## config.mk

```make
export PLATFORM = sky130hd
export DESIGN_NAME = ccr_top
export DESIGN_NICKNAME = d
export VERILOG_FILES = /design/src/ccr_pkg.sv /design/src/ccr_reg16.sv /design/src/ccr_dc_decode.sv /design/src/ccr_top.sv
export VERILOG_INCLUDE_DIRS = /design/src /design/src/src
export SDC_FILE = /design/constraint.sdc
export NUM_CORES = 1
export LEC_CHECK = 0
export ABC_AREA = 1
export BUFFER_PORTS_ARGS = -buffer_cell sky130_fd_sc_hd__buf_2
export CAP_MARGIN = 20
export CORE_MARGIN = 4
export CORE_UTILIZATION = 49
export CTS_CLUSTER_SIZE = 8
export DETAILED_ROUTE_END_ITERATION = 16
export GPL_TIMING_DRIVEN = 0
export HOLD_SLACK_MARGIN = 0.02
export PLACE_DENSITY = 0.85
export SYNTH_ARGS = -nofsm -noshare
export SYNTH_HDL_FRONTEND = slang
export SYNTH_SLANG_ARGS = --single-unit
```

## constraint.sdc

```tcl
create_clock -name clk -period 1.03 [get_ports clk]
set_input_delay 0.0515 -clock clk [delete_from_list [all_inputs] [get_ports clk]]
set_output_delay 0.0515 -clock clk [all_outputs]
set_load 0.01 [all_outputs]
```

## src/ccr_consts.svh

```systemverilog
`ifndef CCR_CONSTS_SVH
`define CCR_CONSTS_SVH
// ==========================================
// Register offsets
`define CCR_ADDR_THRESH_HIGH 5'h07
`define CCR_ADDR_THRESH_LOW 5'h08
`define CCR_ADDR_CH0_CONFIG 5'h09
`define CCR_ADDR_OCAL_HIGH 5'h0a
`define CCR_ADDR_OCAL_LOW 5'h0b
// ==========================================
// Field positions
`define CCR_TH_LO_MSB 15
`define CCR_TH_LO_LSB 8
`define CCR_COEF_MSB 3
`define CCR_COEF_LSB 0
`define CCR_PHASE_MSB 15
`define CCR_PHASE_LSB 6
`define CCR_BYPASS_BIT 2
`define CCR_MUX_MSB 1
`define CCR_MUX_LSB 0
`define CCR_OCAL_LO_MSB 15
`define CCR_OCAL_LO_LSB 8
// ==========================================
// Reset value and write masks
`define CCR_RESET_WORD 16'h0000
`define CCR_WRITE_MASK_THRESH_LOW 16'hff0f
`define CCR_WRITE_MASK_CH0_CONFIG 16'hffc7
`define CCR_WRITE_MASK_OCAL_LOW 16'hff00
`endif

```

## src/ccr_pkg.sv

```systemverilog
package ccr_pkg;
  typedef enum logic [1:0] {
    CCR_IN_EXTERNAL = 2'h0,
    CCR_IN_SHORTED = 2'h1,
    CCR_IN_TEST_POS = 2'h2,
    CCR_IN_TEST_NEG = 2'h3
  } ccr_input_t;

  typedef struct packed {
    logic [4:0] addr;
    logic [15:0] wdata;
    logic wr;
    logic rd;
  } ccr_bus_req_t;

  typedef struct packed {
    logic dc_enable;
    logic [3:0] coef_shift;
    logic signed [9:0] phase_delay;
    ccr_input_t input_sel;
    logic shorted;
    logic test_pos;
    logic test_neg;
  } ccr_ch0_ctrl_t;
endpackage

```

## src/ccr_reg16.sv

```systemverilog
`timescale 1ns/1ps
`include "ccr_consts.svh"
module ccr_reg16 #(
  parameter logic [15:0] WMASK = 16'hffff
) (
  input wire logic clk,
  input wire logic rstn,
  input wire logic we,
  input wire logic [15:0] wdata,
  output logic [15:0] q
);
  // Masked bits never store, so reserved bits stay zero
  always_ff @(posedge clk or negedge rstn)
  begin
    if (!rstn)
      q <= `CCR_RESET_WORD;
    else if (we)
      q <= wdata & WMASK;
  end
endmodule // ccr_reg16

```

## src/ccr_dc_decode.sv

```systemverilog
`timescale 1ns/1ps
`include "ccr_consts.svh"
module ccr_dc_decode
  import ccr_pkg::*;
(
  input wire logic [3:0] coef_code,
  input wire logic bypass,
  output logic dc_enable,
  output logic [3:0] coef_shift
);
  // Shift of 2..15 encodes coefficient 1/2^(code+1); code 15 is undefined and treated as off
  always_comb
  begin
    dc_enable = (coef_code != 4'h0) && (coef_code != 4'hf) && !bypass;
    coef_shift = dc_enable ? 4'(coef_code + 4'h1) : 4'h0;
  end
endmodule // ccr_dc_decode

```

## src/ccr_top.sv

```systemverilog
`timescale 1ns/1ps
`include "ccr_consts.svh"
module ccr_top
  import ccr_pkg::*;
(
  input wire logic clk,
  input wire logic rstn,
  input wire logic [4:0] addr,
  input wire logic [15:0] wdata,
  input wire logic wr,
  input wire logic rd,
  output logic [15:0] rdata,
  output logic [23:0] current_detect_threshold,
  output logic [3:0] dc_removal_coefficient_select,
  output logic [23:0] channel0_offset_cal,
  output ccr_ch0_ctrl_t ch0_ctrl
);
  // ==========================================
  // Register storage
  logic [15:0] th_high_r;
  logic [15:0] th_low_r;
  logic [15:0] cfg_r;
  logic [15:0] ocal_high_r;
  logic [15:0] ocal_low_r;
  logic dc_en;
  logic [3:0] shift;
  ccr_ch0_ctrl_t ctrl_nxt;

  ccr_reg16 u_th_high (
    .clk(clk), .rstn(rstn), .we(wr && addr == `CCR_ADDR_THRESH_HIGH),
    .wdata(wdata), .q(th_high_r)
  );
  ccr_reg16 #(.WMASK(`CCR_WRITE_MASK_THRESH_LOW)) u_th_low (
    .clk(clk), .rstn(rstn), .we(wr && addr == `CCR_ADDR_THRESH_LOW),
    .wdata(wdata), .q(th_low_r)
  );
  ccr_reg16 #(.WMASK(`CCR_WRITE_MASK_CH0_CONFIG)) u_cfg (
    .clk(clk), .rstn(rstn), .we(wr && addr == `CCR_ADDR_CH0_CONFIG),
    .wdata(wdata), .q(cfg_r)
  );
  ccr_reg16 u_ocal_high (
    .clk(clk), .rstn(rstn), .we(wr && addr == `CCR_ADDR_OCAL_HIGH),
    .wdata(wdata), .q(ocal_high_r)
  );
  ccr_reg16 #(.WMASK(`CCR_WRITE_MASK_OCAL_LOW)) u_ocal_low (
    .clk(clk), .rstn(rstn), .we(wr && addr == `CCR_ADDR_OCAL_LOW),
    .wdata(wdata), .q(ocal_low_r)
  );

  // ==========================================
  // Read port: data stand one cycle after the strobe; unmapped reads zero
  always_ff @(posedge clk or negedge rstn)
  begin
    if (!rstn)
      rdata <= `CCR_RESET_WORD;
    else if (rd)
    begin
      unique case (addr)
        `CCR_ADDR_THRESH_HIGH: rdata <= th_high_r;
        `CCR_ADDR_THRESH_LOW: rdata <= th_low_r;
        `CCR_ADDR_CH0_CONFIG: rdata <= cfg_r;
        `CCR_ADDR_OCAL_HIGH: rdata <= ocal_high_r;
        `CCR_ADDR_OCAL_LOW: rdata <= ocal_low_r;
        default: rdata <= `CCR_RESET_WORD;
      endcase
    end
    else
      rdata <= `CCR_RESET_WORD;
  end

  // ==========================================
  // Channel 0 control decode
  ccr_dc_decode u_dec (
    .coef_code(th_low_r[`CCR_COEF_MSB:`CCR_COEF_LSB]),
    .bypass(cfg_r[`CCR_BYPASS_BIT]),
    .dc_enable(dc_en),
    .coef_shift(shift)
  );

  always_comb
  begin
    ctrl_nxt.dc_enable = dc_en;
    ctrl_nxt.coef_shift = shift;
    ctrl_nxt.phase_delay = cfg_r[`CCR_PHASE_MSB:`CCR_PHASE_LSB];
    ctrl_nxt.input_sel = ccr_input_t'(cfg_r[`CCR_MUX_MSB:`CCR_MUX_LSB]);
    ctrl_nxt.shorted = (ctrl_nxt.input_sel == CCR_IN_SHORTED);
    ctrl_nxt.test_pos = (ctrl_nxt.input_sel == CCR_IN_TEST_POS);
    ctrl_nxt.test_neg = (ctrl_nxt.input_sel == CCR_IN_TEST_NEG);
  end

  // Outputs are registered so the analog side sees glitch-free controls, one cycle after a write
  always_ff @(posedge clk or negedge rstn)
  begin
    if (!rstn)
    begin
      ch0_ctrl <= '0;
      current_detect_threshold <= 24'h000000;
      dc_removal_coefficient_select <= 4'h0;
      channel0_offset_cal <= 24'h000000;
    end
    else
    begin
      ch0_ctrl <= ctrl_nxt;
      current_detect_threshold <= {th_high_r, th_low_r[`CCR_TH_LO_MSB:`CCR_TH_LO_LSB]};
      dc_removal_coefficient_select <= th_low_r[`CCR_COEF_MSB:`CCR_COEF_LSB];
      channel0_offset_cal <= {ocal_high_r, ocal_low_r[`CCR_OCAL_LO_MSB:`CCR_OCAL_LO_LSB]};
    end
  end
endmodule // ccr_top

```

Word level (Yosys, flattened, before mapping)
Cells that the tools add are included.
W data, S select, Z words.
{ "classes": {"n_addsub": 1, "mul": 0, "div": 0, "n_lt_le_gt_ge": 0, "eq_ne": 9, "shift": 0, "n_mux": 3, "bitwise": 0, "reduce_logical": 9} }
{ "op_table": {"columns": ["op", "n"], "rows": [
  ["$pmux W16 S5", 1],
  ["$eq A5 B4 Y1 const B", 4],
  ["$mux W16", 1],
  ["$logic_and A1 B1 Y1", 7],
  ["$eq A5 B3 Y1 const B", 1],
  ["$add A4 B1 Y4 const B", 1],
  ["$eq A2 B2 Y1 const B", 2],
  ["$mux W4", 1],
  ["$ne A4 B4 Y1 const B", 1],
  ["$reduce_bool A4 Y1", 1],
  ["$eq A2 B1 Y1 const B", 1],
  ["$logic_not A1 Y1", 1]
]} }
{ "word_totals": {"register_bits": 153, "latch_bits": 0, "mem_bits_rw": 0, "romBits": 0, "input_bits": 25, "elab_cells": 38, "n_memories": 0} }

Longest topological paths before layout
{ "depth": {"depth_word": 4, "mapped_depth": 9} }

Cells and area by module
Synthesis repeated with hierarchy kept, for this count alone.
{ "unflattened": {"cells_unflattened": 593, "hier_area_um2": 5899.4} }
{ "modules_own_cells": {"columns": ["module", "instances", "cells_each", "area_each_um2", "seq_area_each_um2"], "rows": [
  ["ccr_top", 1, 278, 3116.7, 2202.1],
  ["ccr_reg16 (u_ocal_high ...)", 2, 68, 644.4, 400.4],
  ["ccr_reg16 (u_cfg)", 1, 59, 520.5, 325.3],
  ["ccr_reg16 (u_th_low)", 1, 56, 491.7, 300.3],
  ["ccr_reg16 (u_ocal_low)", 1, 43, 369.1, 200.2],
  ["ccr_dc_decode", 1, 21, 112.6, 0.0]
]} }

Worst setup path before layout
Ideal clock, no wire load.
{ "synth_path": {"path_kind": "register -> register", "from": "register u_th_low.q[0]", "to": "register ch0_ctrl[17] (netlist name)", "setup_time_ps": 89, "arrival_time_ps": 1025, "required_time_ps": 941, "setup_slack_ps": -84, "stages_incl_launch_ff": 6, "period_less_slack_ps": 1114, "path_cell_list": "dfrtp_1 > inv_1 > ha_1 > nand3_1 > o211ai_1 > nor3b_1"} }
{ "synth_rtl": {"columns": ["item", "line", "rtl"], "rows": [
  ["from (decl)", "ccr_reg16.sv:10", "output logic [15:0] q"],
  ["from (signal assigned)", "ccr_reg16.sv:16", "q <= `CCR_RESET_WORD;"],
  ["from (signal assigned)", "ccr_reg16.sv:18", "q <= wdata & WMASK;"],
  ["to (signal assigned)", "ccr_top.sv:103", "ch0_ctrl <= ctrl_nxt;"],
  ["to (decl)", "ccr_top.sv:16", "output ccr_ch0_ctrl_t ch0_ctrl"]
]} }

==> flow_summary.json <==
{
  "tightest_slew_ns": 0.670,
  "finalNetCount": 677,
  "drt_iter0_markers": 315,
  "place_hpwl_um": 9630,
  "status": "finished with violations",
  "vias_per_cell": 5.25,
  "synth_fp_nets": 523,
  "critPathRequiredTime_ns": 1.37,
  "r2r_end": "ch0_ctrl[17]",
  "ctsLongestPathBuffers": 2,
  "cts_buffers": 17,
  "hold_viol": 73,
  "setup_viol": 6,
  "finalSetupTns_ns": -1.03,
  "ys_seq_area_share_pct": 68.8,
  "routed_wl_um": 14200,
  "cts.sinks": 153,
  "port_buffers": 112,
  "met1Wirelength_um": 5550,
  "post_drt_wl_per_cell_um": 17.6,
  "skew_ns": 0.00574,
  "power.share.clock_pct": 36.4,
  "grt_start_max_net_pins": 81,
  "wl_met2_um": 7010,
  "drc": 0,
  "grt_pass1_vias": 4394,
  "synthDominantCellAreaShare_pct": 68.8,
  "avgSynthCellArea_um2": 11.2,
  "final_common_cell": "dfrtp_1",
  "rows": 38,
  "final_core_utilization_pct": 65.4,
  "critPathKind": "reg -> reg",
  "fin_crit_sh_pct": 122,
  "cts-root-buf": "clkbuf_16",
  "p_int_mw": 12.0,
  "ys.warnings.count": 0,
  "vias": 4219,
  "cts_tree": "done",
  "finalHoldWorstSlack_ns": -0.368,
  "grt_pass1_wl_um": 22500,
  "ant_nets": 0,
  "powerDensity_nw_per_um2": 2300,
  "rsz0062_at_grt": "true",
  "power_switching_mw": 4.50,
  "ir_drop_v": 0.00126,
  "hold_class": "in -> async",
  "reg2reg_slack_ns": -0.22,
  "finalWorstSetupSlack_ns": -0.224,
  "drv_cap": 0,
  "cts_max_level": 4,
  "core_um2": 11000,
  "initial_core_util_pct": 50.7,
  "path_cells": "ha_4 -> nand2_1 -> o211ai_1 -> buf_4 -> nor3b_2",
  "pin_count": 113,
  "clk_pin_slew_ns": 0.06,
  "period_needed_ns": 1.25,
  "drv_slew": 0,
  "routabilityCongestion": 0.887,
  "drive_above_1_share_pct": 30.2,
  "yosysTopAreaCell": "dfrtp_1",
  "highest_layer": "met4",
  "clock_latency_ns": 0.42,
  "die_w_um": 115,
  "yosys-top-cells-area": "dfrtp_1, nand2_1, nand3_1",
  "worst_setup_path_start_kind": "flip-flop",
  "p_sw_share_pct": 27.3,
  "comb_power_share_pct": 15.0,
  "fmax_mhz": 798,
  "ys_types": 26,
  "yosys_register_bits": 153,
  "syn_area_um2": 5560,
  "diodes": 0,
  "cpPeakStageDelay_ns": 0.45,
  "layout_common_cells": "dfrtp_1, buf_2, nand2_1",
  "end_kind": "flip-flop",
  "die_area_um2": 13100,
  "grtUsageTotal_pct": 22.8,
  "die_h_um": 115,
  "antenna_found_initial": 0,
  "n_fill_cell": 806,
  "cp_slowest_cell": "dfrtp_2",
  "seq_power_share_pct": 48.7,
  "crit_arrival_ns": 1.59,
  "maxSlewHeadroom_pct": 55.3,
  "r2r-start": "u_th_low.q[0]",
  "firstDrtPassIters": 5,
  "crit_fanout": 4,
  "netlist_instances": 496,
  "static-leakage-power_nw": 3.63,
  "syn2layout_area_growth_pct": 29.0,
  "cts_hold_buf": 10,
  "reg2reg_depth": 5,
  "wl_met3_um": 1100,
  "gr-total-overflow": 0,
  "violations": "negative hold slack, negative setup slack"
}
## critical path, delay by kind of cell, from the launching register on
kind            cells  cell delay, ns
buf+inv             1            0.18
fa+ha+maj           1            0.18
simple gates        2            0.26
compound gates      1            0.11
flops               1            0.45
## final cells by class
| cell class | count | area (um^2) | area share, % |
|---|---|---|---|
| inverter | 38 | 143 | 1.99 |
| multi-input combinational | 285 | 1510 | 21.0 |
| buffer | 20 | 156 | 2.18 |
| sequential | 153 | 3830 | 53.4 |
| tap | 140 | 175 | 2.44 |
| clock inverter | 11 | 123 | 1.71 |
| clock buffer | 21 | 450 | 6.28 |
| timing repair buffer | 135 | 792 | 11.0 |
## metal layers
layer / track usage [%] / vias up
li1: - / 1923
met1: 28.7 / 2060
met2: 36.6 / 198
met3: 5.50 / 38
met4: 11.6 / 0
met5: 0 / -
## through the flow
stage | instance area, um^2 | total power [mW] | instances | setup slack (ns)
5_1_grt | 7180 | 17.2 | 803 | -0.299
3_5_place_dp | 6330 | 10.3 | 749 | -0.370
4_1_cts | 7070 | 16.5 | 795 | -0.174
2_1_floorplan | 5560 | 9.01 | 496 | -0.0837
3_3_place_gp | 6300 | 10.2 | 748 | -2.01
6_report | 7180 | 16.5 | 803 | -0.224
## kinds of logic after synthesis
group / after synthesis / share of synthesized area (%)
flops: 153 / 68.8
buf+inv: 58 / 5.15
compound gates: 74 / 8.19
fa+ha+maj: 2 / 0.450
xor+xnor: 1 / 0.157
simple gates: 208 / 17.2
## sequential cells by signal, summed over array words and instances (netlist names)
signal	cells
u_th_low.q	12
dc_removal_coefficient_select	4
channel0_offset_cal	24
u_th_high.q	16
rdata	16
u_ocal_low.q	8
ch0_ctrl	20
current_detect_threshold	24
u_ocal_high.q	16
u_cfg.q	13
## power groups by stage
stage	Clock [mW]	Sequential, mW	Combinational, mW
2_1_floorplan	0	8.24	0.768
3_3_place_gp	0	8.04	2.15
3_5_place_dp	0	8.09	2.24
4_1_cts	6.07	8.02	2.39
5_1_grt	6.36	8.17	2.71
6_report	5.99	8.02	2.47
## cells in the mapped netlist
| cell type | count |
|---|---|
| nand2_2 | 4 |
| nor2_4 | 5 |
| dfrtp_1 | 153 |
| clkbuf_1 | 4 |
| nand4_1 | 8 |
| and2_1 | 2 |
| nand2_4 | 1 |
| nand2_1 | 98 |
| nor2_2 | 1 |
| o22ai_1 | 2 |
| nor2_1 | 35 |
| inv_1 | 37 |
| xor2_1 | 1 |
| nor2_8 | 1 |
| o211ai_1 | 1 |
| o21ai_1 | 1 |
| buf_6 | 5 |
| buf_4 | 7 |
| o21ai_0 | 38 |
| nor3b_1 | 1 |
| inv_2 | 1 |
| nand3_1 | 51 |
| ha_1 | 2 |
| nor3_4 | 1 |
| buf_2 | 4 |
| o21a_1 | 32 |
## worst max-delay path by stage
stage,start,end,slack [ns],cells past startpoint
2_1_floorplan,u_th_low.q[0],ch0_ctrl[17],-0.08,5
3_3_place_gp,rstn,ch0_ctrl[2],-2.01,1
3_5_place_dp,addr[0],rdata[12],-0.37,8
4_1_cts,u_th_low.q[1],ch0_ctrl[17],-0.17,6
5_1_grt,u_th_low.q[1],ch0_ctrl[17],-0.30,5
6_report,u_th_low.q[0],ch0_ctrl[17],-0.22,5
## repair_timing
item / in CTS / in global routing
buffers inserted: 4 / 11
hold endpoints to repair: 104 / 73
endpoints found under the setup margin: 5 / 40
resized for setup: 8 / 21
pin swaps: 1 / 7
Power figures use the tool's default switching activity.
